## src/rtl/pap_pkg.sv

```systemverilog
// Shared constants for the port assignment and pulse modulator block.
package pap_pkg;
    localparam int CLK_MHZ = 100;
    localparam int DEBOUNCE_MS = 40;
    localparam int DEBOUNCE_CYCLES = DEBOUNCE_MS * CLK_MHZ * 1000;
    localparam int PORT_COUNT = 6;
    localparam int IN_PORTS = 4;
    localparam int VAL_W = 16;
    localparam logic [4:0] RES_MIN = 5'h0a;
    localparam logic [4:0] RES_MAX = 5'h10;
    localparam logic [2:0] RES_SEL_MAX = 3'h6;
    localparam logic [6:0] PULSE_OUT_0_ADDR = 7'h6d;
    localparam logic [6:0] PULSE_OUT_1_ADDR = 7'h6e;
    localparam logic [1:0] FUNC_DSP = 2'h0;
    localparam logic [1:0] FUNC_LATCH = 2'h1;
    localparam logic [1:0] FUNC_PULSE = 2'h2;
    localparam logic [1:0] FUNC_SPECIAL = 2'h3;
    localparam logic VALUE_RESET_BIT = 1'b0;
    localparam logic [15:0] VALUE_RESET = 16'h0000;
    localparam logic RESULT_READY_RESET = 1'b1;
    typedef enum logic {PAP_DB_IDLE, PAP_DB_HOLD} pap_db_e;
endpackage

```

## src/rtl/pap_debounce.sv

```systemverilog
// Monoflop input filter that holds its output for a fixed time after each edge.
`timescale 1ns/10ps
module pap_debounce import pap_pkg::*; #(
    parameter int CYCLES = DEBOUNCE_CYCLES
) (
    input wire logic clk,
    input wire logic nrst,
    input wire logic enable,
    input wire logic level_in,
    output logic level_out
);
    localparam int CNT_W = $clog2(CYCLES + 1);
    localparam logic [CNT_W-1:0] LAST = CNT_W'(CYCLES - 1);

    pap_db_e state;
    pap_db_e next_state;
    logic [CNT_W-1:0] cnt;
    logic [CNT_W-1:0] next_cnt;
    logic next_level_out;

    // An edge is passed at once, then further edges are ignored for the hold time.
    always_comb begin
        next_state = state;
        next_cnt = cnt;
        next_level_out = level_out;
        case (state)
            PAP_DB_IDLE: begin
                if (level_in != level_out) begin
                    next_level_out = level_in;
                    if (enable) begin
                        next_state = PAP_DB_HOLD;
                        next_cnt = '0;
                    end
                end
            end
            PAP_DB_HOLD: begin
                // Turning the filter off ends the hold so the pin is never stuck.
                if (!enable || cnt == LAST) begin
                    next_state = PAP_DB_IDLE;
                end else begin
                    next_cnt = cnt + 1'b1;
                end
            end
            default: next_state = PAP_DB_IDLE;
        endcase
    end

    // Filter state registers.
    always_ff @(posedge clk or negedge nrst) begin
        if (!nrst) begin
            state <= PAP_DB_IDLE;
            cnt <= '0;
            level_out <= VALUE_RESET_BIT;
        end else begin
            state <= next_state;
            cnt <= next_cnt;
            level_out <= next_level_out;
        end
    end

    hold_stable_a: assert property (@(posedge clk) disable iff (!nrst)
        (state == PAP_DB_HOLD && enable) |=> $stable(level_out))
        else $error("filtered level moved during hold");
    pass_through_a: assert property (@(posedge clk) disable iff (!nrst)
        (!enable && state == PAP_DB_IDLE) |=> level_out == $past(level_in))
        else $error("unfiltered input not passed");
endmodule

```

## src/rtl/pap_pulse.sv

```systemverilog
// One pulse width or pulse density output channel.
`timescale 1ns/10ps
module pap_pulse import pap_pkg::*; (
    input wire logic clk,
    input wire logic nrst,
    input wire logic tick,
    input wire logic enable,
    input wire logic pdm,
    input wire logic [2:0] res,
    input wire logic [VAL_W-1:0] value,
    output logic pulse
);
    logic [VAL_W-1:0] cnt;
    logic [VAL_W-1:0] acc;
    logic [VAL_W-1:0] next_cnt;
    logic [VAL_W-1:0] next_acc;
    logic next_pulse;
    logic [4:0] bits;
    logic [VAL_W-1:0] mask;
    logic [VAL_W-1:0] vclip;
    logic [VAL_W:0] sum;
    logic full;

    // Period, clipped value and the next output level.
    always_comb begin
        bits = (res > RES_SEL_MAX) ? RES_MAX : RES_MIN + {2'h0, res};
        mask = 16'hffff >> (RES_MAX - bits);
        vclip = (value > mask) ? mask : value;
        full = (vclip == mask);
        sum = {1'b0, acc} + {1'b0, vclip};
        next_cnt = cnt;
        next_acc = acc;
        next_pulse = pulse;
        if (!enable) begin
            next_cnt = '0;
            next_acc = '0;
            next_pulse = 1'b0;
        end else if (tick) begin
            next_cnt = (cnt + 1'b1) & mask;
            if (sum > {1'b0, mask}) begin
                next_acc = VAL_W'(sum - ({1'b0, mask} + 17'h00001));
            end else begin
                next_acc = sum[VAL_W-1:0];
            end
            if (full) begin
                next_pulse = 1'b1;
            end else if (vclip == '0) begin
                next_pulse = 1'b0;
            end else if (pdm) begin
                next_pulse = (sum > {1'b0, mask});
            end else begin
                next_pulse = ((cnt & mask) < vclip);
            end
        end
    end

    // Channel registers.
    always_ff @(posedge clk or negedge nrst) begin
        if (!nrst) begin
            cnt <= '0;
            acc <= '0;
            pulse <= VALUE_RESET_BIT;
        end else begin
            cnt <= next_cnt;
            acc <= next_acc;
            pulse <= next_pulse;
        end
    end

    zero_low_a: assert property (@(posedge clk) disable iff (!nrst)
        (tick && value == '0) |=> !pulse)
        else $error("zero value gave a high output");
    full_high_a: assert property (@(posedge clk) disable iff (!nrst)
        (tick && enable && full) |=> pulse)
        else $error("full scale value gave a low output");
    disabled_low_a: assert property (@(posedge clk) disable iff (!nrst)
        !enable |=> !pulse ##1 (!pulse || $past(enable)))
        else $error("disabled channel drove high");
endmodule

```

## src/rtl/pap_top.sv

```systemverilog
// Six port assignment, input filtering and two pulse modulated outputs.
// What this block does
// - Six assignable ports; ports 4 and 5 are outputs only.
// - Port 0 is serial select in SPI mode, else DSP line, latch or pulse.
// - Port 1 is serial data out in SPI mode; port 3 adds guard select.
// - Ports 0 to 3 feed flip-flop latched DSP inputs.
// - Each input port has its own debounce and pull-up selection.
// - Debounce is a 40 ms monoflop ignoring edges after one is seen.
// - Latched inputs 0 and 2 can start the DSP, after debouncing.
// - Two independent pulse channels, each density or width modulated.
// - Channel values written by the DSP at addresses 109 and 110.
// - Each channel has its own enable.
// - Resolution is selectable from 10 to 16 bits.
// - Time base comes from the slow or the fast oscillator.
// - Pulse 0 goes to port 0 or 2, pulse 1 to port 1 or 3.
// - Value zero keeps the output low all period.
// - All ones at the resolution keeps the output high.
// - Values are limited to two to the resolution minus one.
// - Pulse settings come from configuration bits held outside.
// - The slow oscillator always runs and cannot be gated.
// - Active low result ready goes to port 4 or 5; falling means new data.
// - Result ready returns high on serial select rise or bus stop.
`timescale 1ns/10ps
module pap_top import pap_pkg::*; #(
    parameter int DB_CYCLES = DEBOUNCE_CYCLES
) (
    input wire logic clk,
    input wire logic nrst,
    input wire logic [IN_PORTS-1:0] port_in,
    output logic [PORT_COUNT-1:0] port_out,
    output logic [PORT_COUNT-1:0] port_oe_n,
    output logic [IN_PORTS-1:0] port_pullup_en,
    input wire logic spi_mode,
    input wire logic [2*IN_PORTS-1:0] port_func,
    input wire logic [IN_PORTS-1:0] dsp_pair_sel,
    input wire logic [IN_PORTS-1:0] debounce_en,
    input wire logic [IN_PORTS-1:0] pullup_sel,
    input wire logic [1:0] pulse_en,
    input wire logic [1:0] pulse_pdm,
    input wire logic [2:0] pulse_res,
    input wire logic pulse_fast_clk,
    input wire logic [3:0] pulse_div,
    input wire logic [1:0] pulse_pin_hi,
    input wire logic port4_irq_route_enable,
    input wire logic port5_irq_route_enable,
    input wire logic slow_oscillator_clock,
    input wire logic fast_oscillator_clock,
    input wire logic dsp_wr_en,
    input wire logic [6:0] dsp_wr_addr,
    input wire logic [VAL_W-1:0] dsp_wr_data,
    input wire logic [3:0] dsp_line_out,
    input wire logic [3:0] dsp_line_drive,
    input wire logic dsp_out_4,
    input wire logic dsp_out_5,
    input wire logic [3:0] latch_clear,
    input wire logic guard_mux_select,
    input wire logic spi_data_out,
    input wire logic result_event,
    input wire logic i2c_stop,
    output logic [3:0] dsp_line_in,
    output logic [3:0] latched_dsp_input,
    output logic dsp_start,
    output logic serial_select_n,
    output logic result_ready_n,
    output logic [VAL_W-1:0] pulse_value_0,
    output logic [VAL_W-1:0] pulse_value_1,
    output logic [1:0] pulse_out
);
    localparam int SYNC_W = IN_PORTS + 2;

    logic [SYNC_W-1:0] sync1;
    logic [SYNC_W-1:0] sync2;
    logic [SYNC_W-1:0] sync3;
    logic [SYNC_W-1:0] lvl;
    logic [SYNC_W-1:0] lvl_d;
    logic [SYNC_W-1:0] next_lvl;
    logic [IN_PORTS-1:0] filt;
    logic [IN_PORTS-1:0] filt_d;
    logic [15:0] div_cnt;
    logic [15:0] next_div_cnt;
    logic [15:0] div_last;
    logic base_tick;
    logic pulse_tick;
    logic next_pulse_tick;
    logic [PORT_COUNT-1:0] next_port_out;
    logic [PORT_COUNT-1:0] next_oe_n;
    logic [IN_PORTS-1:0] next_pullup;
    logic [3:0] next_line_in;
    logic [3:0] next_latched;
    logic next_dsp_start;
    logic next_ssn;
    logic ssn_rise;
    logic next_rr_n;
    logic [VAL_W-1:0] next_value_0;
    logic [VAL_W-1:0] next_value_1;
    logic [VAL_W-1:0] pulse_value [2];

    // Pins and both oscillators pass three flops; a level counts once stages two and three agree.
    // The slow oscillator has no gate here, so its time base always runs.
    always_comb begin
        for (int k = 0; k < SYNC_W; k++) begin
            next_lvl[k] = (sync2[k] == sync3[k]) ? sync3[k] : lvl[k];
        end
    end

    // Synchroniser and level registers.
    always_ff @(posedge clk or negedge nrst) begin
        if (!nrst) begin
            sync1 <= '0;
            sync2 <= '0;
            sync3 <= '0;
            lvl <= '0;
            lvl_d <= '0;
            filt_d <= '0;
        end else begin
            sync1 <= {fast_oscillator_clock, slow_oscillator_clock, port_in};
            sync2 <= sync1;
            sync3 <= sync2;
            lvl <= next_lvl;
            lvl_d <= lvl;
            filt_d <= filt;
        end
    end

    // One filter per input-capable port, each with its own enable.
    for (genvar p = 0; p < IN_PORTS; p++) begin : g_filter
        pap_debounce #(.CYCLES(DB_CYCLES)) u_db (
            .clk(clk),
            .nrst(nrst),
            .enable(debounce_en[p]),
            .level_in(lvl[p]),
            .level_out(filt[p])
        );
    end

    // Time base: rising edges of the chosen oscillator, divided by two to the power of pulse_div.
    always_comb begin
        base_tick = pulse_fast_clk ? (lvl[IN_PORTS+1] & ~lvl_d[IN_PORTS+1])
                                   : (lvl[IN_PORTS] & ~lvl_d[IN_PORTS]);
        div_last = (16'h0001 << pulse_div) - 16'h0001;
        next_div_cnt = div_cnt;
        next_pulse_tick = 1'b0;
        if (base_tick) begin
            next_pulse_tick = (div_cnt >= div_last);
            next_div_cnt = (div_cnt >= div_last) ? 16'h0000 : div_cnt + 16'h0001;
        end
    end

    // The channel values are cells written by the DSP; other addresses are not ours.
    always_comb begin
        next_value_0 = pulse_value_0;
        next_value_1 = pulse_value_1;
        if (dsp_wr_en && dsp_wr_addr == PULSE_OUT_0_ADDR) begin
            next_value_0 = dsp_wr_data;
        end
        if (dsp_wr_en && dsp_wr_addr == PULSE_OUT_1_ADDR) begin
            next_value_1 = dsp_wr_data;
        end
    end

    // Time base and channel value registers.
    always_ff @(posedge clk or negedge nrst) begin
        if (!nrst) begin
            div_cnt <= 16'h0000;
            pulse_tick <= VALUE_RESET_BIT;
            pulse_value_0 <= VALUE_RESET;
            pulse_value_1 <= VALUE_RESET;
        end else begin
            div_cnt <= next_div_cnt;
            pulse_tick <= next_pulse_tick;
            pulse_value_0 <= next_value_0;
            pulse_value_1 <= next_value_1;
        end
    end

    assign pulse_value[0] = pulse_value_0;
    assign pulse_value[1] = pulse_value_1;

    // Two channels share the time base and resolution but nothing else.
    for (genvar c = 0; c < 2; c++) begin : g_chan
        pap_pulse u_pulse (
            .clk(clk),
            .nrst(nrst),
            .tick(pulse_tick),
            .enable(pulse_en[c]),
            .pdm(pulse_pdm[c]),
            .res(pulse_res),
            .value(pulse_value[c]),
            .pulse(pulse_out[c])
        );
    end

    // Output side of each shared port; a port not driven is left as an input.
    for (genvar p = 0; p < IN_PORTS; p++) begin : g_port
        localparam int CH = p % 2;
        localparam logic HI = (p >= 2);
        logic [1:0] fsel;
        logic [1:0] dsel;
        always_comb begin
            fsel = port_func[2*p +: 2];
            dsel = {dsp_pair_sel[p], CH[0]};
            next_port_out[p] = 1'b0;
            next_oe_n[p] = 1'b1;
            if (spi_mode && p < 2) begin
                if (p == 1) begin
                    next_port_out[p] = spi_data_out;
                    next_oe_n[p] = 1'b0;
                end
            end else begin
                case (fsel)
                    FUNC_DSP: begin
                        next_port_out[p] = dsp_line_out[dsel];
                        next_oe_n[p] = ~dsp_line_drive[dsel];
                    end
                    FUNC_PULSE: begin
                        if (pulse_pin_hi[CH] == HI) begin
                            next_port_out[p] = pulse_out[CH];
                            next_oe_n[p] = 1'b0;
                        end
                    end
                    FUNC_SPECIAL: begin
                        if (p == 3) begin
                            next_port_out[p] = guard_mux_select;
                            next_oe_n[p] = 1'b0;
                        end
                    end
                    default: next_oe_n[p] = 1'b1;
                endcase
            end
            next_pullup[p] = pullup_sel[p] & next_oe_n[p];
        end
    end

    // Ports 4 and 5 drive whenever out of reset: a DSP bit or the result ready line.
    always_comb begin
        next_port_out[4] = port4_irq_route_enable ? result_ready_n : dsp_out_4;
        next_port_out[5] = port5_irq_route_enable ? result_ready_n : dsp_out_5;
        next_oe_n[5:4] = 2'b00;
    end

    // Inputs to the DSP; when two ports feed one line, the lower port wins.
    always_comb begin
        next_line_in = dsp_line_in;
        next_latched = latched_dsp_input & ~latch_clear;
        next_dsp_start = 1'b0;
        for (int p = IN_PORTS - 1; p >= 0; p--) begin
            if (!(spi_mode && p < 2)) begin
                if (port_func[2*p +: 2] == FUNC_DSP) begin
                    next_line_in[{dsp_pair_sel[p], p[0]}] = filt[p];
                end
                // A capture on a rising edge beats a clear in the same cycle.
                if (port_func[2*p +: 2] == FUNC_LATCH && filt[p] && !filt_d[p]) begin
                    next_latched[{dsp_pair_sel[p], p[0]}] = 1'b1;
                    next_dsp_start = next_dsp_start | ~p[0];
                end
            end
        end
    end

    // Result ready: the new result wins over a release arriving in the same cycle.
    always_comb begin
        next_ssn = spi_mode ? lvl[0] : 1'b1;
        ssn_rise = next_ssn & ~serial_select_n;
        next_rr_n = result_ready_n;
        if (result_event) begin
            next_rr_n = 1'b0;
        end else if (ssn_rise || i2c_stop) begin
            next_rr_n = 1'b1;
        end
    end

    // Port and DSP facing output registers.
    always_ff @(posedge clk or negedge nrst) begin
        if (!nrst) begin
            port_out <= '0;
            port_oe_n <= '1;
            port_pullup_en <= '0;
            dsp_line_in <= '0;
            latched_dsp_input <= '0;
            dsp_start <= 1'b0;
            serial_select_n <= 1'b1;
            result_ready_n <= RESULT_READY_RESET;
        end else begin
            port_out <= next_port_out;
            port_oe_n <= next_oe_n;
            port_pullup_en <= next_pullup;
            dsp_line_in <= next_line_in;
            latched_dsp_input <= next_latched;
            dsp_start <= next_dsp_start;
            serial_select_n <= next_ssn;
            result_ready_n <= next_rr_n;
        end
    end

    value_write_a: assert property (@(posedge clk) disable iff (!nrst)
        (dsp_wr_en && dsp_wr_addr == PULSE_OUT_1_ADDR) |=> pulse_value_1 == $past(dsp_wr_data))
        else $error("channel 1 value not stored");
    ready_fall_a: assert property (@(posedge clk) disable iff (!nrst)
        result_event |=> !result_ready_n)
        else $error("result ready did not fall");
    ready_release_a: assert property (@(posedge clk) disable iff (!nrst)
        (i2c_stop && !result_event) |=> result_ready_n)
        else $error("result ready not released");
    port4_route_a: assert property (@(posedge clk) disable iff (!nrst)
        port4_irq_route_enable |=> (port_out[4] == $past(result_ready_n) && !port_oe_n[4]))
        else $error("port 4 does not carry result ready");
    spi_select_in_a: assert property (@(posedge clk) disable iff (!nrst)
        spi_mode |=> port_oe_n[0])
        else $error("port 0 driven in serial mode");
endmodule

```

## config.mk

```make
export PLATFORM = sky130hd
export DESIGN_NAME = pap_top
export DESIGN_NICKNAME = d
export VERILOG_FILES = /design/src/rtl/pap_pkg.sv /design/src/rtl/pap_debounce.sv /design/src/rtl/pap_pulse.sv /design/src/rtl/pap_top.sv
export SDC_FILE = /design/constraint.sdc
export NUM_CORES = 1
export LEC_CHECK = 0
export BUFFER_PORTS_ARGS = -buffer_cell sky130_fd_sc_hd__buf_2
export CAP_MARGIN = 20
export CORE_ASPECT_RATIO = 0.7
export CORE_UTILIZATION = 56
export CTS_BUF_LIST = sky130_fd_sc_hd__clkbuf_16
export DETAILED_ROUTE_END_ITERATION = 8
export HOLD_SLACK_MARGIN = 0.06
export MAX_ROUTING_LAYER = met4
export PLACE_DENSITY = 0.86
export SYNTH_ARGS = -nofsm -noshare
export SYNTH_HDL_FRONTEND = slang
export SYNTH_SLANG_ARGS = --single-unit
```

## constraint.sdc

```tcl
create_clock -name clk -period 7 [get_ports clk]
set_input_delay 0 -clock clk [delete_from_list [all_inputs] [get_ports clk]]
set_output_delay 0 -clock clk [all_outputs]
set_load 0.03 [all_outputs]
```

After elaboration in Yosys (flattened, before gate mapping)
Index checks and enable logic that the tools add are counted.

storage, ports and cells
  register bits = 272
  output and inout bits = 61
  bits of input ports = 87
  logic and storage cells = 311

operators by class
  add/subtract/negate cells = 15
  reduce and logical (&&, ||, !) cells = 42
  order comparisons = 16
  eq/ne operators = 41
  shift operators = 2
  muxes and demuxes = 126
  bitwise operators = 28

operators by type and width
  kind                                                number
  two-way mux 22 bit                                  12
  two-way mux 16 bit                                  13
  case mux 22 bit (2 select lines)                    4
  adder 22 x 1 -> 22 bit, second input constant       4
  equality test 22 bit, second input constant         4
  adder 16 x 1 -> 16 bit, second input constant       4
  bitwise AND 16 bit                                  4
  two-way mux 1 bit                                   64
  two-way mux 4 bit                                   12
  adder 16 x 16 -> 17 bit                             2
  > comparator 17 x 16 -> 1 bit                       2
  equality test 16 bit                                2
  > comparator 16 bit                                 2
  zero test 16 bit                                    2
  < comparator 16 bit                                 2
  subtractor 16 bit                                   2
  case mux 1 bit (2 select lines)                     10
  bitwise mux 4 bit                                   4
  >= comparator 16 bit                                1
  != test 2 bit, second input constant                8
  left shift 1 x 4 -> 16 bit, first input constant    1
  >> shifter 16 x 5 -> 16 bit, first input constant   1
  subtractor 16 x 1 -> 16 bit, second input constant  1
  equality test 7 bit, second input constant          2
  other kinds (26)                                    107

Logic depth before layout (Yosys ltp)
  depth after elaboration = 14
  gate-level depth with buffers = 39
  depth with buffers taken out = 36

Cells and area by module
Synthesis repeated with hierarchy kept, for this count alone.

unflattened totals
  cell total of the unflattened synthesis = 2,189
  area, all modules = 19,576.3 µm²

modules (own cells, without submodules)
  module                         cells each  times used  sequential area each (µm²)  area an instance (µm²)
  pap_debounce                   153         4           600.6                       1,411.4
  pap_top                        393         1           2,636.3                     4,697.0
  pap_pulse (g_chan[0].u_pulse)  607         1           825.8                       4,669.5
  pap_pulse (g_chan[1].u_pulse)  577         1           825.8                       4,564.4

Least setup slack after synthesis
No wires, ideal clock.

  path kind = input to register
  start point = in pulse_res[1]
  end point = reg g_chan[1].u_pulse.acc[15]
  stages on the path = 34
  library setup time = 0.137 ns
  data required time = 6.863 ns
  slack = -0.090 ns
  arrival = 6.953 ns
  buffers on the path = 4
  cells stage by stage = ha_1 ha_1 inv_1 buf_1 nor2_1 inv_1 ha_1 and3_1 a31oi_1 o21ai_0 a221o_1 or2_2 nand2_1 nor2_1 clkbuf_1 a21o_1 ha_1 a21o_1 a31o_2 o22a_1 a41oi_1 a211oi_1 nor4b_1 or3_1 ha_1 nor4_1 o2111ai_1 a221oi_1 o31ai_2 buf_4 buf_6 o41ai_2 xor2_1 a21oi_1

on the way
  cells in the longest elaborated chain, start to end = 11
  elaborated cells between the ends (all ways) = 14
  classes of those cells = add/sub: 5; order compare: 3; shift: 1; mux: 5

RTL lines
  element                                                             RTL line                          source
  from (decl)                                                         pap_top.sv:40                     input wire logic [2:0] pulse_res,
  adder 4 x 3 -> 5 bit or > comparator 3 bit (tied branches)          pap_pulse.sv:26                   bits = (res > RES_SEL_MAX) ? RES_MAX : RES_MIN + {2'h0, res};
  two-way mux 5 bit (*)                                               pap_pulse.sv:26
  subtractor 5 bit (*)                                                pap_pulse.sv:27                   mask = 16'hffff >> (RES_MAX - bits);
  >> shifter 16 x 5 -> 16 bit (*)                                     pap_pulse.sv:27
  > comparator 16 bit                                                 pap_pulse.sv:28                   vclip = (value > mask) ? mask : value;
  two-way mux 16 bit                                                  pap_pulse.sv:28
  adder 16 x 16 -> 17 bit                                             pap_pulse.sv:30                   sum = {1'b0, acc} + {1'b0, vclip};
  subtractor 16 bit or > comparator 17 x 16 -> 1 bit (tied branches)  pap_pulse.sv:41, pap_pulse.sv:40
  two-way mux 16 bit (*)                                              pap_pulse.sv:40                   if (sum > {1'b0, mask}) begin
  two-way mux 16 bit (*)                                              pap_pulse.sv:38                   end else if (tick) begin
  two-way mux 16 bit (*)                                              pap_pulse.sv:34                   if (!enable) begin
  to (signal assigned)                                                pap_pulse.sv:65                   acc <= next_acc;
  to (decl)                                                           pap_pulse.sv:14                   logic [VAL_W-1:0] acc;

Every way passes the cells marked *; elsewhere a longest branch is shown, timed or not. The select of a mux whose other input is x is not followed.
A chain may end at the register's enable or synchronous reset.

Worst setup path after layout
  start point = reg pulse_value_1[11]
  end point = reg g_chan[1].u_pulse.acc[3]

on the way
  cells in the longest elaborated chain, start to end = 7
  elaborated cells between the ends (all ways) = 8
  classes of those cells = add/sub: 2; order compare: 2; mux: 4

RTL lines
  element                                                             RTL line                          source
  from (decl)                                                         pap_top.sv:66                     output logic [VAL_W-1:0] pulse_value_1,
  from (signal assigned)                                              pap_top.sv:172                    pulse_value_1 <= next_value_1;
  > comparator 16 bit                                                 pap_pulse.sv:28
  two-way mux 16 bit (*)                                              pap_pulse.sv:28
  adder 16 x 16 -> 17 bit (*)                                         pap_pulse.sv:30
  subtractor 16 bit or > comparator 17 x 16 -> 1 bit (tied branches)  pap_pulse.sv:41, pap_pulse.sv:40
  two-way mux 16 bit (*)                                              pap_pulse.sv:40
  two-way mux 16 bit (*)                                              pap_pulse.sv:38
  two-way mux 16 bit (*)                                              pap_pulse.sv:34

Marked as above.

==> results.md <==
| Result | Reported | Unit |
|---|---|---|
| Status | finished, final reports clean | - |
| Number of maximum-capacitance constraint violations | 0 | - |
| Worst r2r path cells | 30 | - |
| CTS Root Cell | sky130_fd_sc_hd__clkbuf_16 | - |
| Top cells by area, synth | sky130_fd_sc_hd__dfrtp_1 34%, sky130_fd_sc_hd__ha_1 12%, sky130_fd_sc_hd__nor2_1 4.0%, sky130_fd_sc_hd__xor2_1 3.9%, sky130_fd_sc_hd__xnor2_1 3.3% | - |
| Deepest clock path buffer count | 3 | - |
| Main synth FF type | sky130_fd_sc_hd__dfrtp_1 | - |
| Initial DRC count | 1,620 | - |
| Number of endpoints failing setup at the final stage | 0 | - |
| Final hold violations | 0 | - |
| Standard cell core area | 0.03276 | sq mm |
| Type of origin of the critical path | flop | - |
| Overall global routing resource usage | 33.59 | % |
| Net switching component of the power | 1.987 | mW |
| I/O Buffers | 147 | - |
| Slowest cell on the critical path | sky130_fd_sc_hd__dfrtp_1 | - |
| Number of distinct standard cells referenced by the synthesized netlist | 90 | - |
| Setup repair after global routing missed its margin | false | - |
| Internal power contribution | 3.406 | mW |
| Share of synthesized flip-flops with an asynchronous set or reset | 100.0 | % |
| Largest net degree at the start of global routing | 171 | - |
| FF-to-FF Start | pulse_value_1[11] | - |
| Met2 wire len | 24.64 | mm |
| Post-Synthesis Mean Instance Area | 9.079 | sq um |
| Total gr overflow | 0 | - |
| Wire length of the first global-routing pass | 90.02 | mm |
| Routed wl met3 | 5.452 | mm |
| Min-delay worst type | primary input to async pin | - |
| Setup Crit Path Kind | flop to flop | - |
| Clk pwr share | 30.6 | % |
| Worst stage delay on the critical path | 520 | ps |
| Worst IR Drop VDD | 0.1641 | mV |
| CP arrival | 7070 | ps |
| Final estimated routing congestion in global placement | 1.052 | - |
| Ports placed on the boundary | 148 | - |
| Total wire length | 56.69 | mm |
| Synth-to-layout area growth | 19.47 | % |
| Cell taking the most area after synthesis | sky130_fd_sc_hd__dfrtp_1 | - |
| Cell area after layout | 0.02258 | sq mm |
| Wire length the detailed router placed on met1 | 24.33 | mm |
| Area after DPL | 0.02057 | sq mm |
| CTS clock-pin slew for the worst setup and hold paths | 70 | ps |
| DP HPWL | 38.95 | mm |
| Number of warnings issued by yosys | 0 | - |
| Required time reported for the critical path endpoint | 7440 | ps |
| Antenna violations before repair | 3 | - |
| CTS Buf Count | 27 | - |
| Clock tree skew after final layout | 34.21 | ps |
| Combinational Power Share | 36.3 | % |
| Proportion of total power due to net switching | 36.84 | % |
| CTS tree | yes | - |
| Seq/Total Area, Yosys | 35.39 | % |
| Clock sink total | 267 | - |
| Number of flops mapped to enable cells by yosys | 0 | - |
| CTS HTree Levels | 1 | - |
| Top-area cell type share of the netlist area | 34.42 | % |
| Layout cell share with drive strength beyond 1 | 15.01 | % |
| Max-slew violations | 0 | - |
| Number of instances in the synthesized netlist | 2,082 | - |
| Pre-Repair DR Iteration Count | 5 | - |
| Vias in the first global route | 16,747 | - |
| Register-to-register setup slack | 380 | ps |
| Combined area of all synthesized cells | 0.01890 | sq mm |
| Power density cells | 238.8 | mW/mm^2 |
| Average vias per placed instance | 6.137 | - |
| Initial Utilization | 57.70 | % |
| Slew @ Worst Pin | 996.5 | ps |
| Worst-case headroom to the max-slew limit | 33.57 | % |
| Chip Width | 221.6 | um |
| Core Util, Final | 68.94 | % |
| Highest routed metal layer | met4 | - |
| # DRC | 0 | - |
| Largest fanout of any net on the critical path | 13 | - |
| Total Die Area | 0.03450 | sq mm |
| Part of the power in registers | 33.1 | % |
| Post-route ant nets | 0 | - |
| Clock latency on the worst-skew pair | 590 | ps |
| Shortest period the worst path allows | 6625 | ps |
| Avg WL per Cell | 20.05 | um |
| Die extent in y | 155.7 | um |
| Final clock period utilization by the worst path | 94.64 | % |
| Via count | 17,349 | - |
| Net count, final | 2,649 | - |
| LEAKAGE | 11.08 | nW |
| Number of placement rows | 55 | - |
| Nature of the critical path endpoint | flop | - |
| Achievable clock frequency | 151.0 | MHz |
| Number of synthesized register bits | 267 | - |
| Reg-to-reg endpoint | g_chan[1].u_pulse.acc[3] | - |
Yosys cell counts (7+ instances only):
library cell               number
sky130_fd_sc_hd__o211ai_1      10
sky130_fd_sc_hd__nand4b_1       7
sky130_fd_sc_hd__dfrtp_1      260
sky130_fd_sc_hd__nor2_1       202
sky130_fd_sc_hd__nand3_1       78
sky130_fd_sc_hd__buf_2          9
sky130_fd_sc_hd__o31ai_1        8
sky130_fd_sc_hd__xnor2_1       72
sky130_fd_sc_hd__nand4_1       36
sky130_fd_sc_hd__a31oi_1       16
sky130_fd_sc_hd__and3_1        32
sky130_fd_sc_hd__nand2b_1      24
sky130_fd_sc_hd__o211a_1       16
sky130_fd_sc_hd__a211oi_1      10
sky130_fd_sc_hd__nor3_1        41
sky130_fd_sc_hd__and2_1        34
sky130_fd_sc_hd__a22o_1         9
sky130_fd_sc_hd__and4_1         9
sky130_fd_sc_hd__a21oi_1      118
sky130_fd_sc_hd__clkbuf_1      46
sky130_fd_sc_hd__a21boi_0      12
sky130_fd_sc_hd__nand2_1      156
sky130_fd_sc_hd__or3_1         23
sky130_fd_sc_hd__xor2_1        85
sky130_fd_sc_hd__mux2i_1       47
sky130_fd_sc_hd__a21o_1        43
sky130_fd_sc_hd__dfstp_2        7
sky130_fd_sc_hd__o21ai_0      122
sky130_fd_sc_hd__nor4_1        24
sky130_fd_sc_hd__o21a_1        20
sky130_fd_sc_hd__nor2b_1       41
sky130_fd_sc_hd__inv_1        105
sky130_fd_sc_hd__mux2_2        41
sky130_fd_sc_hd__ha_1         181
power by group through the flow:
| stage | Sequential, mW | Combinational, mW | Clock, mW |
|---|---|---|---|
| 3_5_place_dp | 1.80 | 1.82 | 0 |
| 2_1_floorplan | 1.84 | 1.20 | 0 |
| 5_1_grt | 1.79 | 2.13 | 1.74 |
| 4_1_cts | 1.77 | 1.89 | 1.66 |
| 3_3_place_gp | 1.79 | 1.77 | 0 |
| 6_report | 1.78 | 1.96 | 1.65 |
cell usage in the layout (no fill, tap or decap), types with 7 or more instances in the layout:
cell type,instances
sky130_fd_sc_hd__and3_1,32
sky130_fd_sc_hd__nand4_1,36
sky130_fd_sc_hd__o31ai_1,8
sky130_fd_sc_hd__a21oi_1,118
sky130_fd_sc_hd__nand4b_1,7
sky130_fd_sc_hd__buf_2,146
sky130_fd_sc_hd__xor2_1,85
sky130_fd_sc_hd__o211a_1,16
sky130_fd_sc_hd__o211ai_1,10
sky130_fd_sc_hd__dlygate4sd3_1,95
sky130_fd_sc_hd__or3_1,23
sky130_fd_sc_hd__ha_1,181
sky130_fd_sc_hd__nand2_1,155
sky130_fd_sc_hd__nor4_1,23
sky130_fd_sc_hd__dfrtp_1,259
sky130_fd_sc_hd__nand2b_1,24
sky130_fd_sc_hd__conb_1,12
sky130_fd_sc_hd__and2_1,34
sky130_fd_sc_hd__a21boi_0,12
sky130_fd_sc_hd__inv_1,107
sky130_fd_sc_hd__a31oi_1,16
sky130_fd_sc_hd__nor2b_1,41
sky130_fd_sc_hd__nor3_1,40
sky130_fd_sc_hd__clkbuf_16,27
sky130_fd_sc_hd__a21o_1,43
sky130_fd_sc_hd__o21a_1,20
sky130_fd_sc_hd__buf_4,74
sky130_fd_sc_hd__mux2i_1,47
sky130_fd_sc_hd__and4_1,9
sky130_fd_sc_hd__dfstp_2,7
sky130_fd_sc_hd__a211oi_1,10
sky130_fd_sc_hd__a22o_1,9
sky130_fd_sc_hd__o21ai_0,119
sky130_fd_sc_hd__xnor2_1,72
sky130_fd_sc_hd__nor2_1,201
sky130_fd_sc_hd__nand3_1,78
sky130_fd_sc_hd__mux2_2,41
logic make-up (layout without fill, tap and decap cells):
kind of cell	after synthesis	after routing	synth area share, %
muxes	88	88	4.931
buffers and inverters	170	476	3.601
xor gates and xnor gates	157	157	7.275
DFF	267	267	35.39
and+or+nand+nor	747	747	19.90
adders and majority gates	191	191	12.72
other	2	14	0.03973
AOI/OAI and AO/OA	460	460	16.14
area by class of cell:
type / instances / area [sq um]
inverter: 105 / 394.1
antenna: 2 / 5.005
tap: 427 / 534.3
clock inverter: 23 / 314.1
timing repair buffer: 321 / 2326
sequential: 267 / 6691
fill: 2356 / 10170
clock buffer: 27 / 675.6
multi-input combinational: 1655 / 11640
state kept, by name, indices dropped and copies added (netlist names), 4 cells and up:
| name | cells |
|---|---|
| div_cnt | 16 |
| dsp_line_in | 4 |
| filt_d | 4 |
| g_chan.u_pulse.acc | 32 |
| g_chan.u_pulse.cnt | 32 |
| g_filter.u_db.cnt | 88 |
| g_filter.u_db.level_out | 4 |
| g_filter.u_db.state | 4 |
| latched_dsp_input | 4 |
| lvl | 6 |
| port_oe_n | 5 |
| port_out | 6 |
| port_pullup_en | 4 |
| pulse_value_0 | 16 |
| pulse_value_1 | 16 |
| sync1 | 6 |
| sync2 | 6 |
| sync3 | 6 |
routing by layer:
layer,GRT usage (%),up-vias
met5,-,-
met4,12.60,0
met3,7.608,157
met2,49.04,787
met1,45.58,8356
li1,-,8049
what timing repair did:
| action | in CTS | in global routing |
|---|---|---|
| endpoints found under the setup margin | 0 | 20 |
| setup buffers | 0 | 0 |
| hold buffers | 95 | 0 |
| hold endpoints to repair | 288 | 0 |
| gates resized for setup | 0 | 11 |
worst max-delay path: cells and delay by family, from the launching register on:
family / cells / cell delay, ps
AO/OA/AOI/OAI: 15 / 2940
AND/OR/NAND/NOR: 6 / 950
XOR/XNOR: 1 / 210
adder cells (fa/ha/maj): 4 / 1250
buffers and inverters: 3 / 470
multiplexers: 1 / 140
flip-flops: 1 / 520
worst max-delay path by stage:
stage	start	cells after the start	end
after floorplan	pulse_res[1]	34	g_chan[1].u_pulse.acc[15]
after global placement	pulse_res[1]	32	g_chan[0].u_pulse.acc[8]
after detailed placement	pulse_res[1]	32	g_chan[0].u_pulse.acc[7]
after CTS	pulse_res[1]	32	g_chan[0].u_pulse.acc[4]
after global routing	pulse_value_1[11]	30	g_chan[1].u_pulse.acc[3]
final	pulse_value_1[11]	30	g_chan[1].u_pulse.acc[3]
metrics by stage:
stage	TNS, ps	power, mW	setup WS (ps)	hold slack [ps]	instances
6_report	0	5.393	375.5	79.62	2827
5_1_grt	0	5.660	35.23	97.77	2827
4_1_cts	0	5.325	231.9	65.33	2822
3_5_place_dp	-3292	3.618	-252.3	109.3	2677
3_3_place_gp	0	3.559	10.28	97.81	2677
2_1_floorplan	0	3.035	93.29	-295.6	2092
(Power assumes the default switching activity.)
